## config.mk

```make
export PLATFORM = sky130hd
export DESIGN_NAME = timer_d_capture_counter
export DESIGN_NICKNAME = d
export VERILOG_FILES = /design/src/inc/timer_d_pkg.sv /design/src/rtl/event_edge_detect.sv /design/src/rtl/timer_d_capture_counter.sv
export VERILOG_INCLUDE_DIRS = /design/src /design/src/inc
export SDC_FILE = /design/constraint.sdc
export NUM_CORES = 1
export LEC_CHECK = 0
export BUFFER_PORTS_ARGS = -buffer_cell sky130_fd_sc_hd__buf_2
export CORE_MARGIN = 5
export CORE_UTILIZATION = 53
export CTS_BUF_LIST = sky130_fd_sc_hd__clkbuf_2
export CTS_CLUSTER_DIAMETER = 30
export DETAILED_ROUTE_END_ITERATION = 12
export PLACE_DENSITY = 0.82
export RECOVER_POWER = 25
export SETUP_SLACK_MARGIN = 0.5
export SLEW_MARGIN = 20
export SYNTH_ARGS = -nofsm -noshare
export SYNTH_HDL_FRONTEND = slang
export SYNTH_HIERARCHICAL = 1
export SYNTH_SLANG_ARGS = --single-unit
```

## constraint.sdc

```tcl
create_clock -name clk -period 4 [get_ports clk]
set_input_delay 0.4 -clock clk [delete_from_list [all_inputs] [get_ports clk]]
set_output_delay 0.4 -clock clk [all_outputs]
set_load 0.005 [all_outputs]
```

## src/inc/timer_d_consts.svh

```systemverilog
// Offsets, field positions, reset values and counts of the 8-bit timer.
// Assumes word-indexed registers on a 32-bit bus: byte address = 4 * index.
`ifndef TIMER_D_CONSTS_SVH
`define TIMER_D_CONSTS_SVH

// ************************************************************
// Register indexes
// ************************************************************
`define IDX_IRQ_FLAG 8'h03
`define IDX_COUNT_MODE_SELECT 8'h10
`define IDX_LOAD_LOW 8'h11
`define IDX_LOAD_HIGH 8'h12
`define IDX_OUTPUT_CAPTURE_MODE 8'h15
`define IDX_CAPTURE_FLAGS 8'h21
`define IDX_EVENT_PIN_FUNCTION 8'h25
`define IDX_EVENT_EDGE_SELECT 8'h27

// ************************************************************
// Field positions
// ************************************************************
`define BIT_IRQ_FLAG 0
`define BIT_CAPTURE_STATUS 0
`define BIT_CAPTURE_ERROR 1
`define BIT_MODE_RELOAD 0
`define BIT_MODE_EXT_EVENT 1
`define BIT_PIN_EVENT_INPUT 0
`define BIT_CAPTURE_ENABLE 3

// ************************************************************
// Reset values and counts
// ************************************************************
`define RST_NIBBLE 4'h0
`define RST_COUNT 8'h00
`define COUNT_MAX 8'hff
`define MODE_DELAY_CYCLES 2'h2

`endif

```

## src/inc/timer_d_pkg.sv

```systemverilog
// Types shared by the timer and its edge detector.
// Assumes the constants header is compiled alongside.
package timer_d_pkg;

  // ************************************************************
  // Bus carriers
  // ************************************************************
  typedef struct packed {
    logic hsel;
    logic [31:0] haddr;
    logic [1:0] htrans;
    logic hwrite;
    logic [2:0] hsize;
    logic hready;
    logic [31:0] hwdata;
  } ahb_req_t;

  typedef struct packed {
    logic [31:0] hrdata;
    logic hreadyout;
    logic hresp;
  } ahb_rsp_t;

  // ************************************************************
  // Modes
  // ************************************************************
  typedef enum logic [1:0] {
    EDGE_NONE,
    EDGE_FALL,
    EDGE_RISE,
    EDGE_BOTH
  } edge_sel_t;

  typedef enum logic [2:0] {
    OUT_PORT,
    OUT_TOGGLE,
    OUT_ZERO,
    OUT_ONE,
    OUT_PWM
  } out_mode_t;

  // ************************************************************
  // State records
  // ************************************************************
  typedef struct packed {
    logic prevLevel;
  } edge_state_t;

  typedef struct packed {
    logic [7:0] count;
    logic [3:0] loadLow;
    logic [3:0] loadHigh;
    logic [3:0] modeSel;
    logic [3:0] modePend;
    logic [1:0] pendCnt;
    logic [3:0] outCapMode;
    logic [3:0] pinFunc;
    logic [3:0] edgeSel;
    logic irqFlag;
    logic capStatus;
    logic capError;
    logic [7:0] captured;
    logic [3:0] lowLatch;
    logic [7:0] duty;
    logic outLevel;
    logic wrPend;
    logic [7:0] wrIdx;
    logic [31:0] rdata;
  } timer_state_t;

endpackage

```

## src/rtl/event_edge_detect.sv

```systemverilog
// Edge detector for the event and trigger pin.
// Assumes the pin is already synchronous to clk.
`timescale 1ns/1ns
`include "timer_d_consts.svh"

module event_edge_detect
(
  input wire logic clk,
  input wire logic reset_n,
  input wire logic pinLevel,
  input wire logic enable,
  input wire timer_d_pkg::edge_sel_t edgeSel,
  output logic edgePulse
);

  timer_d_pkg::edge_state_t state_q;
  timer_d_pkg::edge_state_t state_d;
  logic fell;
  logic rose;

  // ************************************************************
  // Edge decode
  // ************************************************************
  always_comb
  begin
    state_d = state_q;
    state_d.prevLevel = pinLevel;
    fell = state_q.prevLevel & ~pinLevel;
    rose = ~state_q.prevLevel & pinLevel;
    edgePulse = 1'b0;
    if (enable)
    begin
      unique case (edgeSel)
        timer_d_pkg::EDGE_NONE: edgePulse = 1'b0;
        timer_d_pkg::EDGE_FALL: edgePulse = fell;
        timer_d_pkg::EDGE_RISE: edgePulse = rose;
        timer_d_pkg::EDGE_BOTH: edgePulse = fell | rose;
      endcase
    end
  end

  always_ff @(posedge clk or negedge reset_n)
  begin
    if (!reset_n)
      state_q <= '0;
    else
      state_q <= state_d;
  end

endmodule

```

## src/rtl/timer_d_capture_counter.sv

```systemverilog
// 8-bit reload, event and capture timer with an output pin, AHB-Lite slave.
// Assumes one clock, a prescaler tick input and a synchronous event pin.
//
// Notes on behaviour
// - Counter loads from write value, counts selected clocks, overflows at max.
// - Overflow reloads the write value, or restarts from zero when free-running.
// - Each overflow sets the interrupt request flag, bit 0, until cleared.
// - Event mode counts the event pin, once software assigns the pin.
// - Event edge is falling, rising or both, per edge select register.
// - Event mode adds one per detected edge; overflow handling is unchanged.
// - Second mode register picks toggle, low, high or PWM and takes pin.
// - Reset drives the timer output low.
// - Toggle mode inverts the output on a clock at maximum count.
// - Forced-low mode drives low on a clock at maximum count.
// - Forced-high mode drives high on a clock at maximum count.
// - Low digit written first and held; high digit write loads counter.
// - Capture edge copies count, sets interrupt and status flags, clears count.
// - In capture mode, trigger or overflow while status set raises the error flag, bit 1.
// - Status and error flags clear on reset or on a zero write.
// - Entering capture mode releases the pin and clears the counter.
// - Capture edge uses the same edge select register.
// - First mode register is write-only, resets zero, applies writes late.
// - Second mode register is read/write, holds output mode and capture.
// - Captured digits read in either order without corruption.
`timescale 1ns/1ns
`include "timer_d_consts.svh"

module timer_d_capture_counter
(
  input wire logic clk,
  input wire logic reset_n,
  input wire timer_d_pkg::ahb_req_t ahbReq,
  output timer_d_pkg::ahb_rsp_t ahbRsp,
  input wire logic prescaleTick,
  input wire logic eventTriggerPin,
  output logic timerOutputPin,
  output logic timerOutputSelect,
  output logic eventInputSelect,
  output logic timerIrqFlag
);

  timer_d_pkg::timer_state_t state_q;
  timer_d_pkg::timer_state_t state_d;

  logic accept;
  logic [7:0] reqIdx;
  logic wordSize;
  logic edgePulse;
  logic pinIsEvent;
  logic extClock;
  logic reloadMode;
  logic captureMode;
  logic tick;
  logic trigger;
  logic overflow;
  logic [7:0] loadValue;
  logic [7:0] afterWrap;
  logic [3:0] wdata;
  logic [7:0] wIdx;
  logic doWrite;
  timer_d_pkg::out_mode_t outMode;
  timer_d_pkg::edge_sel_t edgeSel;

  // ************************************************************
  // Decodes
  // ************************************************************
  assign accept = ahbReq.hsel & ahbReq.htrans[1] & ahbReq.hready;
  assign reqIdx = ahbReq.haddr[9:2];
  assign wordSize = (ahbReq.hsize == 3'h2);
  assign pinIsEvent = state_q.pinFunc[`BIT_PIN_EVENT_INPUT];
  assign extClock = state_q.modeSel[`BIT_MODE_EXT_EVENT];
  assign reloadMode = state_q.modeSel[`BIT_MODE_RELOAD];
  assign captureMode = state_q.outCapMode[`BIT_CAPTURE_ENABLE];
  assign outMode = timer_d_pkg::out_mode_t'(state_q.outCapMode[2:0]);
  assign edgeSel = timer_d_pkg::edge_sel_t'(state_q.edgeSel[1:0]);
  assign loadValue = {state_q.loadHigh, state_q.loadLow};
  assign wdata = ahbReq.hwdata[3:0];
  assign wIdx = state_q.wrIdx;
  assign doWrite = state_q.wrPend;

  // ************************************************************
  // Event pin edges
  // ************************************************************
  event_edge_detect edgeDetect
  (
    .clk(clk),
    .reset_n(reset_n),
    .pinLevel(eventTriggerPin),
    .enable(pinIsEvent),
    .edgeSel(edgeSel),
    .edgePulse(edgePulse)
  );

  // ************************************************************
  // Clock source and events
  // ************************************************************
  always_comb
  begin
    trigger = 1'b0;
    if (captureMode)
    begin
      tick = prescaleTick;
      trigger = edgePulse;
    end
    else if (extClock)
      tick = edgePulse;
    else
      tick = prescaleTick;
    overflow = tick & (state_q.count == `COUNT_MAX);
    afterWrap = reloadMode ? loadValue : `RST_COUNT;
  end

  // ************************************************************
  // Next state
  // ************************************************************
  always_comb
  begin
    state_d = state_q;

    // Counting, lowest priority first
    if (overflow)
      state_d.count = afterWrap;
    else if (tick)
      state_d.count = state_q.count + 8'h01;

    if (trigger)
    begin
      state_d.captured = state_q.count;
      state_d.count = `RST_COUNT;
    end

    // Flags, set wins over a clear
    if (doWrite && wIdx == `IDX_IRQ_FLAG && !wdata[`BIT_IRQ_FLAG])
      state_d.irqFlag = 1'b0;
    if (doWrite && wIdx == `IDX_CAPTURE_FLAGS)
    begin
      if (!wdata[`BIT_CAPTURE_STATUS])
        state_d.capStatus = 1'b0;
      if (!wdata[`BIT_CAPTURE_ERROR])
        state_d.capError = 1'b0;
    end
    if (overflow || trigger)
      state_d.irqFlag = 1'b1;
    if (trigger)
      state_d.capStatus = 1'b1;
    if (captureMode && state_q.capStatus && (trigger || overflow))
      state_d.capError = 1'b1;

    // Output pin behaviour
    if (overflow)
    begin
      state_d.duty = loadValue;
      unique case (outMode)
        timer_d_pkg::OUT_TOGGLE: state_d.outLevel = ~state_q.outLevel;
        timer_d_pkg::OUT_ZERO: state_d.outLevel = 1'b0;
        timer_d_pkg::OUT_ONE: state_d.outLevel = 1'b1;
        default: state_d.outLevel = state_q.outLevel;
      endcase
    end
    if (outMode == timer_d_pkg::OUT_PWM && tick)
      state_d.outLevel = (state_d.count < state_q.duty);

    // Delayed first mode register
    if (state_q.pendCnt != 2'h0)
    begin
      state_d.pendCnt = state_q.pendCnt - 2'h1;
      if (state_q.pendCnt == 2'h1)
        state_d.modeSel = state_q.modePend;
    end

    // Register writes in the data phase
    if (doWrite)
    begin
      unique case (wIdx)
        `IDX_COUNT_MODE_SELECT:
        begin
          state_d.modePend = wdata;
          state_d.pendCnt = `MODE_DELAY_CYCLES;
        end
        `IDX_LOAD_LOW: state_d.loadLow = wdata;
        `IDX_LOAD_HIGH:
        begin
          state_d.loadHigh = wdata;
          state_d.count = {wdata, state_q.loadLow};
        end
        `IDX_OUTPUT_CAPTURE_MODE:
        begin
          state_d.outCapMode = wdata;
          if (wdata[`BIT_CAPTURE_ENABLE] && !captureMode)
            state_d.count = `RST_COUNT;
        end
        `IDX_EVENT_PIN_FUNCTION: state_d.pinFunc = wdata;
        `IDX_EVENT_EDGE_SELECT: state_d.edgeSel = wdata;
        default: state_d.wrIdx = state_q.wrIdx;
      endcase
    end

    // Address phase capture and read data
    state_d.wrPend = accept & ahbReq.hwrite & wordSize;
    state_d.wrIdx = reqIdx;
    state_d.rdata = 32'h0000_0000;
    if (accept && !ahbReq.hwrite)
    begin
      unique case (reqIdx)
        `IDX_IRQ_FLAG:
          state_d.rdata[`BIT_IRQ_FLAG] = state_q.irqFlag;
        `IDX_LOAD_LOW:
          state_d.rdata[3:0] = captureMode ? state_q.captured[3:0]
                                           : state_q.lowLatch;
        `IDX_LOAD_HIGH:
        begin
          if (captureMode)
            state_d.rdata[3:0] = state_q.captured[7:4];
          else
          begin
            state_d.rdata[3:0] = state_q.count[7:4];
            state_d.lowLatch = state_q.count[3:0];
          end
        end
        `IDX_OUTPUT_CAPTURE_MODE:
          state_d.rdata[3:0] = state_q.outCapMode;
        `IDX_CAPTURE_FLAGS:
        begin
          state_d.rdata[`BIT_CAPTURE_STATUS] = state_q.capStatus;
          state_d.rdata[`BIT_CAPTURE_ERROR] = state_q.capError;
        end
        default: state_d.rdata = 32'h0000_0000;
      endcase
    end
  end

  // ************************************************************
  // State register
  // ************************************************************
  always_ff @(posedge clk or negedge reset_n)
  begin
    if (!reset_n)
    begin
      state_q <= '0;
      state_q.modeSel <= `RST_NIBBLE;
      state_q.outCapMode <= `RST_NIBBLE;
      state_q.count <= `RST_COUNT;
    end
    else
      state_q <= state_d;
  end

  // ************************************************************
  // Outputs
  // ************************************************************
  assign ahbRsp.hrdata = state_q.rdata;
  assign ahbRsp.hreadyout = 1'b1;
  assign ahbRsp.hresp = 1'b0;
  assign timerOutputPin = state_q.outLevel;
  assign timerOutputSelect = !captureMode && outMode != timer_d_pkg::OUT_PORT
    && state_q.outCapMode[2:0] <= 3'h4;
  assign eventInputSelect = pinIsEvent;
  assign timerIrqFlag = state_q.irqFlag;

endmodule

```

== Word-level counts from Yosys, hierarchy flattened ==
Cells that the tools add are included.

* Bits of input ports: 76
* Output and inout port bits: 38
* Logic and storage cells: 130
* Bits in registers: 100

* Reduce and logical (&&, ||, !) cells: 33
* Bitwise logic cells: 12
* $add $sub $neg: 2
* Equal/unequal tests: 25
* $lt $le $gt $ge: 2
* Muxes and demuxes: 36

{| class="wikitable"
|+ Operators by type and width
! cell !! count
|-
| 8-bit by 5-bit == test with 1-bit output, second input constant || 7
|-
| 8-bit two-way mux || 5
|-
| 8-bit by 6-bit == test with 1-bit output, second input constant || 4
|-
| 4-bit two-way mux || 8
|-
| 2-bit AND reduction || 10
|-
| 8-bit by 2-bit == test with 1-bit output, second input constant || 2
|-
| 16-bit two-way mux || 1
|-
| 8-bit case mux with 2 select lines || 1
|-
| 14-bit two-way mux || 1
|-
| 1-bit two-way mux || 12
|-
| 1-bit logical AND || 10
|-
| 2-bit nonzero test || 5
|-
| 3-bit by 2-bit == test with 1-bit output, second input constant || 3
|-
| 8-bit by 1-bit adder with 8-bit output, second input constant || 1
|-
| 8-bit == test, second input constant || 1
|-
| 8-bit less-than comparator || 1
|-
| 1-bit case mux with 4 select lines || 2
|-
| 1-bit bitwise AND || 7
|-
| 2-bit two-way mux || 3
|-
| 2-bit case mux with 3 select lines || 1
|-
| 1-bit case mux with 5 select lines || 1
|-
| 2-bit by 1-bit == test with 1-bit output, second input constant || 2
|-
| 2-bit == test, second input constant || 2
|-
| 1-bit inverter || 4
|-
| 14 further kinds || 16
|}

== Longest topological paths before layout ==
Gate-level depths: netlist of the first run.

* Depth after elaboration: 13
* Gate-level depth with buffers: 17
* Depth with buffers taken out: 16

== By module ==
The synthesis of the first run kept the hierarchy.

{| class="wikitable"
|+ Modules (own cells, without submodules)
! module !! cells an instance !! sequential area each (µm²) !! instances !! area each (µm²)
|-
| timer_d_capture_counter || 350 || 1651.6 || 1 || 3579.7
|-
| event_edge_detect || 10 || 25.0 || 1 || 87.6
|}

== Least setup slack after synthesis of the first run ==
Ideal clock, no wire load.

* Path type: input port to flip-flop
* Start point: in eventTriggerPin
* End point: reg state_q (netlist bit timerOutputPin)
* Cell stages on the path: 16
* Slack: 455 ps
* Arrival time: 3413 ps
* Buffers on the path: 1
* Library setup time: 131 ps
* Required time: 3869 ps
* Path through: ha_1 -> nand2b_1 -> a311oi_1 -> nand2_1 -> mux2i_4 -> buf_6 -> and4_1 -> nand2_1 -> a21oi_1 -> ha_1 -> a211oi_1 -> nand3b_1 -> a21oi_1 -> a211o_1 -> o311a_1 -> or3_1

* Longest elaborated chain between the ends: 12
* Elaborated cells on any way between the ends: 19
* Classes of those cells: order compare (1); mux (9); bitwise (5); reduce/logical (4)

{| class="wikitable"
|+ RTL lines
! what !! RTL line !! RTL
|-
| from (decl) || timer_d_capture_counter.sv:35 || <nowiki>input wire logic eventTriggerPin,</nowiki>
|-
| 1-bit inverter || event_edge_detect.sv:28 || <nowiki>fell = state_q.prevLevel & ~pinLevel;</nowiki>
|-
| 1-bit bitwise AND || event_edge_detect.sv:28 ||
|-
| 1-bit bitwise OR || event_edge_detect.sv:37 || <nowiki>timer_d_pkg::EDGE_BOTH: edgePulse = fell | rose;</nowiki>
|-
| 1-bit case mux with 4 select lines (*) || event_edge_detect.sv:33 || <nowiki>unique case (edgeSel)</nowiki>
|-
| 1-bit two-way mux (*) || event_edge_detect.sv:31 || <nowiki>if (enable)</nowiki>
|-
| via edgePulse || timer_d_capture_counter.sv:48 || <nowiki>logic edgePulse;</nowiki>
|-
| 1-bit two-way mux || timer_d_capture_counter.sv:105 || <nowiki>else if (extClock)</nowiki>
|-
| 1-bit two-way mux || timer_d_capture_counter.sv:100 || <nowiki>if (captureMode)</nowiki>
|-
| 8-bit two-way mux / 1-bit bitwise AND (equally long branches) || timer_d_capture_counter.sv:123, timer_d_capture_counter.sv:109 ||
|-
| 8-bit two-way mux || timer_d_capture_counter.sv:121 || <nowiki>if (overflow)</nowiki>
|-
| 8-bit two-way mux || timer_d_capture_counter.sv:126 || <nowiki>if (trigger)</nowiki>
|-
| 8-bit less-than comparator || timer_d_capture_counter.sv:161 || <nowiki>state_d.outLevel = (state_d.count < state_q.duty);</nowiki>
|-
| 1-bit two-way mux || timer_d_capture_counter.sv:160 || <nowiki>if (outMode == timer_d_pkg::OUT_PWM && tick)</nowiki>
|-
| to (signal assigned) || timer_d_capture_counter.sv:245 || <nowiki>state_q <= state_d;</nowiki>
|-
| to (decl) || timer_d_capture_counter.sv:42 || <nowiki>timer_d_pkg::timer_state_t state_q;</nowiki>
|}

Mark *: on every way through the listed nets, which the timed path passes. The rest lies on a longest branch.
A chain may end at the register's enable or synchronous reset.

== Worst setup path in the final report of the first run ==
* Start point: reg edgeDetect.state_q
* End point: reg state_q (netlist bit timerOutputPin)

* Longest elaborated chain between the ends: 12
* Elaborated cells on any way between the ends: 19
* Classes of those cells: order compare (1); mux (9); bitwise (5); reduce/logical (4)

{| class="wikitable"
|+ RTL lines
! what !! RTL line !! RTL
|-
| from (decl) || event_edge_detect.sv:16 || <nowiki>timer_d_pkg::edge_state_t state_q;</nowiki>
|-
| from (signal assigned) || event_edge_detect.sv:47 || <nowiki>state_q <= state_d;</nowiki>
|-
| 1-bit inverter || event_edge_detect.sv:29 || <nowiki>rose = ~state_q.prevLevel & pinLevel;</nowiki>
|-
| 1-bit bitwise AND || event_edge_detect.sv:29 ||
|-
| 1-bit bitwise OR || event_edge_detect.sv:37 ||
|-
| 1-bit case mux with 4 select lines (*) || event_edge_detect.sv:33 ||
|-
| 1-bit two-way mux (*) || event_edge_detect.sv:31 ||
|-
| via edgePulse || timer_d_capture_counter.sv:48 ||
|-
| 1-bit two-way mux || timer_d_capture_counter.sv:105 ||
|-
| 1-bit two-way mux || timer_d_capture_counter.sv:100 ||
|-
| 8-bit two-way mux / 1-bit bitwise AND (equally long branches) || timer_d_capture_counter.sv:123, timer_d_capture_counter.sv:109 ||
|-
| 8-bit two-way mux || timer_d_capture_counter.sv:121 ||
|-
| 8-bit two-way mux || timer_d_capture_counter.sv:126 ||
|-
| 8-bit less-than comparator || timer_d_capture_counter.sv:161 ||
|-
| 1-bit two-way mux || timer_d_capture_counter.sv:160 ||
|}

Marks and branches as above.

==> flow_summary_export.csv, run 1 <==
group,metric,value,unit
routing,drt-total-wl,8204,µm
placement,port_buffers,30,
logic_synthesis,async_flop_share,1.000,
logic_synthesis,ys_seq_area_frac,0.4572,
final_layout,layout_commonest_cell,"dfrtp_1",
routing,antenna_left,0,
routing,routedWlPerCell,16.88,µm
floorplan,core_area,6756,µm²
sta,min_period,3.461,ns
cts,clock_sink_count,67,
power_and_ir_drop,vdd_drop_max,306.3,µV
critical_path,endpoint_kind,"flip-flop",
outcome,violations,"capacitance limit, slew limit",
cts,numCtsBuffers,9,
power_and_ir_drop,p_leak,1.945,nW
floorplan,die_w,93.18,µm
logic_synthesis,yosys_register_bits,67,
cts,clock_latency,0.50,ns
power_and_ir_drop,power.switching,0.5134,mW
hold_path,hold_path_end,"edgeDetect/state_q",
sta,clock_skew,0.02760,ns
routing,drt_iter0_drc,234,
sta,setup-tns-final,0,ns
final_layout,area_growth,10.37,%
critical_path,critPathLaunchType,"flip-flop",
hold_path,min_delay_path_depth,1,
logic_synthesis,synth_area_leaders,"dfrtp_1 46%, mux2_2 8.9%, buf_4 7.0%, nand2_1 5.1%, ha_1 3.1%",
global_routing,grtUsageTotal,0.1961,
floorplan,rows,30,
logic_synthesis,synth_flop_cell,"dfrtp_1",
logic_synthesis,synth_top_cell_by_area,"dfrtp_1",
cts,clockBufferDepth,2,
critical_path,worst_r2r_path_depth,16,
floorplan,start_util,0.5428,
final_layout,layout_common_cells,"67 x dfrtp_1, 49 x nand2_1, 30 x conb_1",
critical_path,worst_ep_arrival_time,3.87,ns
sta,fin_ws,0.5388,ns
global_routing,antenna_found_initial,0,
logic_synthesis,synth_area_per_cell,10.19,µm²
global_routing,grt.overflow.total,0,
logic_synthesis,synth_top_area_share,0.4572,
placement,gp_congestion,0.8896,
floorplan,die_area,8683,µm²
outcome,outcome,"complete, but fails checks",
power_and_ir_drop,p_sw_frac,0.3300,
sta,rsz0062_at_grt,"true",
floorplan,ios,114,
run,maxCapViolCount,1,
power_and_ir_drop,p_int,1.042,mW
critical_path,worstPathMaxFanout,6,
hold_path,hold_path.class,"in2reg",
sta,hold_viol_final,0,
final_layout,num_antenna_cells,0,
cts,h-tree-depth,3,
sta,tightest_slew,1.809,ns
power_and_ir_drop,seqPwrFrac,0.506,
final_layout,layout.nets,488,
logic_synthesis,syn_inst,360,
logic_synthesis,synth-edff-count,0,
routing,vias_per_cell,5.767,
critical_path,worst-setup-path-type,"reg2reg",
hold_path,min_from,"eventTriggerPin",
sta,max_freq,288.9,MHz
power_and_ir_drop,p_comb_frac,0.262,
global_routing,grt_pass1_vias,2675,
power_and_ir_drop,powerDensity,384.4,nW/µm²
sta,maxSlewHeadroom,-0.2057,
critical_path,r2r_end,"timerOutputPin",
sta,drv_slew,35,
floorplan,die_h,93.18,µm
cts,clockRootBuffer,"clkbuf_2",
placement,pre_cts_slack,0.2106,ns
critical_path,reg2reg_slack,0.54,ns
power_and_ir_drop,p_clk_frac,0.231,
routing,drt-pass1-iter-count,6,
placement,detailedPlacementHpwl,5894,µm
logic_synthesis,synth.distinct_cells,53,
global_routing,grt_pass1_wl,13160,µm
final_layout,final_layout_size_suffix_gt1_frac,0.2365,
sta,post-route-period-util,0.8653,
logic_synthesis,yosys_warnings,6,
routing,vias,2803,
logic_synthesis,netlist_area,3667,µm²
critical_path,r2r-start,"edgeDetect/state_q",
sta,setup_viol,0,
global_routing,grt_max_degree,35,
cts,cts_tree,"done",
cts,clk_pin_slew,0.18,ns
critical_path,crit_required,4.40,ns
routing,drc,0,
-- sequential cells by signal, summed over array words and instances (netlist names), 2 cells and up --
name and flops:
state_q 34, edgeSel 2, wIdx 8, ahbRsp 4
outMode 3, loadValue 8
-- synthesized netlist by cell type (all sizes together), types with 3 or more instances --
library cell	instances
nand3	7
and3	3
inv	13
nor3	3
xor2	3
o21ai	12
nand2	51
nor2	19
mux2	29
mux2i	10
dfrtp	67
ha	9
nor3b	4
nor2b	5
a22o	7
or3	8
buf	37
o31ai	4
a21oi	14
and2	5
a31oi	4
clkbuf	7
nand3b	6
nand2b	5
-- critical path, stage by stage (launching register included) --
cell      delay, ns
dfrtp_1        0.38
inv_1          0.05
ha_1           0.27
nand2b_4       0.15
a311oi_4       0.31
nand2_2        0.10
mux2i_4        0.26
and4_4         0.28
nand2_1        0.07
a21oi_2        0.18
ha_2           0.20
a211oi_2       0.07
nand3b_1       0.14
a21oi_2        0.05
a211o_1        0.27
o311a_1        0.29
or3_1          0.31
-- how the worst max path moves through the flow --
stage	slack (ns)	end	startpoint
floorplan	0.58	timerOutputPin	eventTriggerPin
global placement	0.28	timerOutputPin	eventTriggerPin
detailed placement	0.21	timerOutputPin	eventTriggerPin
CTS	0.50	timerOutputPin	edgeDetect/state_q
global route	0.37	timerOutputPin	edgeDetect/state_q
finish	0.54	timerOutputPin	edgeDetect/state_q
-- power by group through the flow --
stage | registers (mW) | logic, mW | clock network [mW]
after CTS | 0.782 | 0.374 | 0.367
after detailed placement | 0.795 | 0.343 | 0
after global routing | 0.794 | 0.459 | 0.397
after global placement | 0.791 | 0.324 | 0
after floorplan | 0.772 | 0.274 | 0
final | 0.787 | 0.408 | 0.360
-- per-layer routing --
metal	vias to the layer above	routed length (µm)	GRT usage
li1	1278	-	-
met5	-	0	0
met3	30	645	0.05632
met2	138	3862	0.3155
met1	1357	3474	0.2508
met4	0	221	0.07448
-- final cells by class --
class	count	area [µm²]
timing repair buffer	48	297.8
clock buffer	9	45.04
multi-input combinational	264	1833
fill	547	2709
inverter	13	48.80
tap	80	100.1
sequential	67	1677
clock inverter	5	46.29
-- per-stage QoR --
stage / instances / hold WS, ns / area (µm²) / utilization / power (mW)
2_1_floorplan: 388 / 0.1044 / 3779 / - / 1.046
4_1_cts: 483 / 0.008680 / 3978 / 0.5887 / 1.524
3_3_place_gp: 462 / 0.4323 / 3780 / 0.5594 / 1.114
5_1_grt: 486 / 0.01522 / 4048 / 0.5991 / 1.649
3_5_place_dp: 462 / 0.4408 / 3780 / 0.5594 / 1.138
6_report: 486 / 0.04573 / 4048 / 0.5991 / 1.556
-- logic make-up after synthesis --
group                    count (synthesis)  share of synthesized area
AND/OR/NAND/NOR                        125                     0.1778
multiplexers                            39                     0.1198
flip-flops                              67                     0.4572
buffers and inverters                   57                    0.09758
XOR/XNOR                                 5                    0.01194
AO/OA/AOI/OAI                           56                     0.1030
other                                    2                   0.002048
adder cells (fa/ha/maj)                  9                    0.03071
-- timing repair --
action                     CTS  global route
buffers inserted             3             1
hold endpoints to repair    36             2
setup endpoints to repair    1             1
pin swaps                    7             8
hold buffers                 4             2
gates resized for setup      9            10
cloned                       0             0
No activity file was read; power rests on OpenSTA's default activity.
==> run 2: changes to the inputs <==
Settings changed: ABC_AREA set to 1, CTS_CLUSTER_DIAMETER 30 to 60.
==> flow_summary_export.csv, run 2 <==
group,metric,value,unit
logic_synthesis,synth-xor-area-share,0.004765,
critical_path,worst_ep_arrival_time,3.36,ns
routing,vias,3067,
final_layout,final_layout_size_suffix_gt1_frac,0.1203,
sta,setup_viol,0,
placement,place_area,3771,µm²
power_and_ir_drop,p_int,0.8087,mW
critical_path,r2r-start,"edgeDetect/state_q",
final_layout,layout_commonest_cell,"nand2_1",
final_layout,area_growth,8.067,%
placement,port_buffers,30,
cts,clk_pin_slew,0.21,ns
critical_path,crit_required,4.43,ns
power_and_ir_drop,p_comb_frac,0.093,
routing,drc,0,
final_layout,final_cell_area,3973,µm²
cts,cts_tree,"done",
routing,drt_iter0_drc,238,
sta,tightest_slew,2.668,ns
power_and_ir_drop,powerDensity,288.8,nW/µm²
logic_synthesis,synth_area_per_cell,8.026,µm²
sta,post-route-period-util,0.7336,
outcome,outcome,"complete, but fails checks",
logic_synthesis,synth_top_area_share,0.4561,
sta,maxSlewHeadroom,-0.7785,
hold_path,hold_path.class,"in2reg",
logic_synthesis,synth.distinct_cells,39,
floorplan,ios,114,
sta,setup-tns-final,0,ns
cts,clockRootBuffer,"clkbuf_2",
floorplan,die_w,93.28,µm
placement,pre_cts_slack,1.075,ns
logic_synthesis,synth_fa_ha_area_frac,0.03063,
logic_synthesis,synth_top_family_by_area,"simple AND/OR/NAND/NOR gates",
power_and_ir_drop,vdd_drop_max,209.1,µV
sta,clock_skew,0.03388,ns
logic_synthesis,synth_compound_area_frac,0.1219,
cts,numCtsBuffers,9,
outcome,violations,"capacitance limit, slew limit",
critical_path,cp-startpoint,"eventTriggerPin",
final_layout,layout.nets,587,
logic_synthesis,async_flop_share,1.000,
routing,vias_per_cell,5.225,
sta,hold_viol_final,0,
logic_synthesis,synthMuxAreaShare,0.005786,
placement,gp_congestion,0.8995,
routing,routedWlPerCell,13.72,µm
critical_path,endpoint_kind,"flip-flop",
floorplan,die_area,8701,µm²
global_routing,grt.overflow.total,0,
routing,drt-total-wl,8053,µm
global_routing,grt_pass1_wl,13430,µm
logic_synthesis,synth-edff-count,0,
final_layout,nFillCells,588,
global_routing,grtUsageTotal,0.1969,
final_layout,largest_register_ffs,34,
cts,hold_buffers,11,
cts,clockBufferDepth,2,
logic_synthesis,synth.most_common_cell,"nand2_1",
hold_path,min_from,"ahbReq[3]",
routing,drt-pass1-iter-count,6,
final_layout,layout_common_cells,"108 x nand2_1, 67 x dfrtp_1, 65 x inv_1",
power_and_ir_drop,seqPwrFrac,0.610,
logic_synthesis,yosys_register_bits,67,
floorplan,start_util,0.5441,
critical_path,worstPathMaxFanout,7,
sta,min_period,2.934,ns
final_layout,final_cells,587,
logic_synthesis,netlist_area,3676,µm²
cts,clock_latency,0.54,ns
logic_synthesis,synth_top_cell_by_area,"dfrtp_1",
logic_synthesis,synthTopCellsByCount,"108 x nand2_1, 67 x dfrtp_1, 65 x inv_1",
sta,drv_slew,52,
logic_synthesis,yosys_warnings,6,
power_and_ir_drop,p_leak,2.018,nW
critical_path,critPathLaunchType,"input port",
placement,detailedPlacementHpwl,6062,µm
floorplan,rows,30,
sta,max_freq,340.8,MHz
global_routing,grt_pass1_vias,2876,
floorplan,core_area,6756,µm²
sta,rsz0062_at_grt,"false",
critical_path,worst-setup-path-type,"in2reg",
power_and_ir_drop,p_sw_frac,0.2951,
logic_synthesis,syn_inst,458,
cts,clock_sink_count,67,
logic_synthesis,synth_area_leaders,"dfrtp_1 46%, nand2_1 11%, buf_4 6.9%, inv_1 6.6%, o21ai_0 6.4%",
cts,ctsResizeCount,0,
global_routing,antenna_found_initial,0,
final_layout,ff_latch_area,1677,µm²
logic_synthesis,synth_flop_cell,"dfrtp_1",
routing,antenna_left,0,
run,maxCapViolCount,1,
final_layout,multi_input_area,1559,µm²
logic_synthesis,ys_seq_area_frac,0.4561,
power_and_ir_drop,power,1.147,mW
final_layout,num_antenna_cells,0,
global_routing,grt_max_degree,52,
power_and_ir_drop,power.switching,0.3385,mW
final_layout,largest_register,"state_q",
placement,placedCellCount,559,
logic_synthesis,yosys.area_share.simple,0.2304,
sta,fin_ws,1.066,ns
power_and_ir_drop,p_clk_frac,0.296,
cts,h-tree-depth,3,
cts,cts_setup_buffers,0,
floorplan,die_h,93.28,µm
## run 2: critical path: stages
cell	delay, ns
dlygate4sd3_1	0.53
clkbuf_1	0.12
ha_1	0.27
inv_1	0.05
nand2_1	0.04
nand2_1	0.05
nor2_1	0.04
nor2_1	0.18
inv_1	0.09
nand3_2	0.12
nand2_4	0.09
nor2_1	0.16
nand3_1	0.11
o21ai_0	0.16
a21oi_1	0.08
o21bai_1	0.18
ha_1	0.29
nand3_1	0.07
nor2_1	0.12
nand2_1	0.09
nand3_1	0.08
nand2_1	0.05
## run 2: area by class of cell
cell class	count	area share
flip-flops and latches	67	0.4220
clock buffers	10	0.01260
well taps	80	0.02520
inverters	70	0.06803
clock inverters	6	0.01039
multi-input cells	310	0.3924
repair buffers	44	0.06929
## run 2: final timing paths
| check | to | slack [ns] | depth (start not counted) |
|---|---|---|---|
| hold / removal | captureMode | 0.09 | 3 |
| max in group asynchronous | state_q[95] | 1.27 | 2 |
| setup / recovery | timerOutputPin | 1.07 | 22 |
| setup reg to reg | timerOutputPin | 1.13 | 21 |
| min in group asynchronous | doWrite | 1.20 | 2 |
| hold reg to reg | state_q[77] | 0.47 | 1 |
## run 2: cells by family after synthesis
logic type	count (synthesis)
buf+inv	109
flops	67
simple gates	184
compound gates	83
fa+ha+maj	9
xor+xnor	2
other cells	2
mux	2
## run 2: per-layer routing
layer,vias up,global-route usage,part of all wire
li1,1496,-,-
met5,-,0,0
met2,113,0.3145,0.48
met3,15,0.03942,0.056
met4,0,0.08303,0.019
met1,1443,0.2610,0.45
## run 2: per-stage QoR
stage | hold slack [ns] | utilization
floorplan | 0.1044 | -
global placement | 0.4330 | 0.5581
detailed placement | 0.4456 | 0.5581
CTS | 0.06808 | 0.5880
global route | 0.07084 | 0.5880
finish | 0.09477 | 0.5880
## run 2: power by group through the flow
stage / Combinational (mW) / Sequential [mW] / Clock, mW
after floorplan: 0.0766 / 0.709 / 0
after global placement: 0.0954 / 0.711 / 0
after detailed placement: 0.0990 / 0.711 / 0
after CTS: 0.107 / 0.699 / 0.344
after global routing: 0.121 / 0.702 / 0.382
final: 0.107 / 0.700 / 0.340
==> run 3: changes to the inputs <==
Settings changed: CORE_UTILIZATION 53 to 48, PLACE_DENSITY 0.82 to 0.79.
Clock period 4 ns to 2.37 ns, I/O delays scaled along.
==> flow_summary_export.csv, run 3 (same netlist as run 2, synthesis figures left out) <==
group,metric,value,unit
critical_path,endpoint_kind,"flip-flop",
global_routing,grt_pass1_vias,3228,
routing,top_layer_used,"met4",
placement,detailedPlacementHpwl,6725,µm
final_layout,final_core_util,0.6095,
floorplan,die_h,97.51,µm
cts,numCtsBuffers,9,
hold_path,hold_path_end,"ahbRsp[2]",
global_routing,antenna_found_initial,0,
floorplan,core_area,7607,µm²
routing,drt_iter0_drc,386,
routing,drt-total-wl,10190,µm
outcome,outcome,"complete, but fails checks",
critical_path,critPathLaunchType,"flip-flop",
power_and_ir_drop,p_clk_frac,0.311,
sta,min_period,2.693,ns
cts,clock_latency,0.54,ns
power_and_ir_drop,power.switching,0.5784,mW
sta,fin_ws,-0.3232,ns
sta,setup-tns-final,-0.3232,ns
placement,place_area,4049,µm²
final_layout,final_layout_size_suffix_gt1_frac,0.2441,
final_layout,nFillCells,636,
final_layout,final_cell_area,4637,µm²
hold_path,min_delay_path_depth,5,
floorplan,ios,114,
routing,vias_per_cell,5.169,
sta,maxSlewHeadroom,-0.2907,
cts,clockRootBuffer,"clkbuf_2",
sta,clock_skew,0.03865,ns
global_routing,grt_pass1_wl,15280,µm
final_layout,largest_register_ffs,34,
cts,clockBufferDepth,2,
final_layout,num_antenna_cells,0,
power_and_ir_drop,powerDensity,452.6,nW/µm²
critical_path,r2r_end,"timerOutputPin",
power_and_ir_drop,vdd_drop_max,297.0,µV
critical_path,r2r-start,"edgeDetect/state_q",
hold_path,hold_path.class,"in2reg",
power_and_ir_drop,p_int,1.520,mW
critical_path,worst_ep_arrival_time,3.16,ns
global_routing,grt_max_degree,36,
routing,met1Wirelength,4118,µm
global_routing,grtUsageTotal,0.2003,
power_and_ir_drop,p_sw_frac,0.2756,
placement,gp_congestion,1.013,
final_layout,final_cells,655,
final_layout,layout.nets,633,
final_layout,largest_register,"state_q",
hold_path,min_from,"ahbReq[38]",
sta,rsz0062_at_grt,"true",
outcome,violations,"capacitance limit, slew limit, setup timing",
routing,drc,0,
sta,drv_slew,33,
global_routing,grt.overflow.total,0,
routing,wl_met2,5013,µm
floorplan,die_area,9508,µm²
sta,hold_viol_final,0,
critical_path,reg2reg_slack,-0.32,ns
cts,clk_pin_slew,0.20,ns
routing,wl_met3,649,µm
critical_path,worstPathMaxFanout,2,
cts,clock_sink_count,67,
power_and_ir_drop,p_comb_frac,0.127,
placement,placedCellCount,611,
critical_path,worst_r2r_path_depth,23,
power_and_ir_drop,p_leak,2.294,nW
routing,vias,3386,
cts,h-tree-depth,3,
floorplan,die_w,97.51,µm
power_and_ir_drop,seqPwrFrac,0.562,
floorplan,rows,32,
sta,max_freq,371.3,MHz
final_layout,layout_commonest_cell,"nand2_1",
placement,port_buffers,30,
sta,whs,0.06855,ns
routing,drt-pass1-iter-count,6,
critical_path,worst-setup-path-type,"reg2reg",
routing,routedWlPerCell,15.56,µm
sta,post-route-period-util,1.136,
critical_path,crit_required,2.83,ns
floorplan,start_util,0.4832,
sta,tightest_slew,1.936,ns
routing,antenna_left,0,
cts,cts_tree,"done",
final_layout,layout_common_cells,"100 x nand2_1, 67 x dfrtp_1, 63 x inv_1",
sta,setup_viol,1,
run,maxCapViolCount,1,
final_layout,area_growth,26.14,%
run 3: cell types whose count changed in the layout (fill, tap and decap cells not counted), moves of 7 or more:
cell,previous run,this run
buf_4,2,32
buf_6,0,9
nand2_1,108,100
nand3_1,24,17
o21ai_0,47,37
o21ai_2,0,7
run 3: final cells by class:
cell class | instances | area, µm² | area share
clock inverters | 4 | 41.29 | 0.008904
repair buffers | 89 | 670.6 | 0.1446
clock buffers | 12 | 60.06 | 0.01295
inverters | 70 | 282.8 | 0.06098
well taps | 102 | 127.6 | 0.02752
repair inverters | 1 | 6.256 | 0.001349
flip-flops and latches | 67 | 1677 | 0.3616
multi-input cells | 310 | 1772 | 0.3821
run 3: timing repair:
item                       4_1_cts  5_1_grt
gates cloned                     1        0
hold buffers                    17        0
hold endpoints to repair        50        0
resized for setup               26       40
pin swaps                       13       15
setup endpoints to repair       16       22
buffers inserted                 6        4
run 3: how the worst max path moves through the flow:
stage / slack (ns) / to / cells past startpoint / start
after floorplan: 0.02 / timerOutputPin / 23 / edgeDetect/state_q
after global placement: -0.21 / timerOutputPin / 25 / edgeDetect/state_q
after detailed placement: -0.28 / timerOutputPin / 25 / edgeDetect/state_q
after CTS: -0.23 / timerOutputPin / 23 / edgeDetect/state_q
after global routing: -0.55 / timerOutputPin / 23 / edgeDetect/state_q
final: -0.32 / timerOutputPin / 23 / edgeDetect/state_q
run 3: stage by stage:
stage,setup slack [ns],total power [mW]
6_report,-0.3232,2.099
3_5_place_dp,-0.2770,1.398
2_1_floorplan,0.01633,1.327
3_3_place_gp,-0.2050,1.393
5_1_grt,-0.5472,2.188
4_1_cts,-0.2279,2.065
run 3: power by group through the flow:
stage	clock, mW	combinational, mW	sequential [mW]
final	0.653	0.266	1.18
after global routing	0.713	0.292	1.18
after CTS	0.652	0.235	1.18
after detailed placement	0	0.199	1.20
after global placement	0	0.195	1.20
after floorplan	0	0.130	1.20
run 3: routing by layer:
metal | vias to the layer above | global-route usage
li1 | 1593 | -
met4 | 0 | 0.1171
met2 | 160 | 0.3163
met5 | - | 0
met3 | 48 | 0.03518
met1 | 1585 | 0.2572
run 3: worst max-delay path, stage by stage, from the launching register on:
cell     delay (ns)
dfrtp_1        0.38
inv_1          0.04
ha_1           0.26
inv_1          0.06
nand2_1        0.04
nand2_1        0.05
nor2_1         0.04
nor2_1         0.12
inv_1          0.09
nand3_4        0.11
nand3_4        0.10
nor2_4         0.11
nand3_2        0.10
o21ai_2        0.13
nand2_1        0.07
o22ai_2        0.13
ha_1           0.29
nand2_1        0.09
inv_1          0.05
nand3_1        0.08
nand2_1        0.06
inv_1          0.06
nand3_1        0.09
nand2_1        0.09
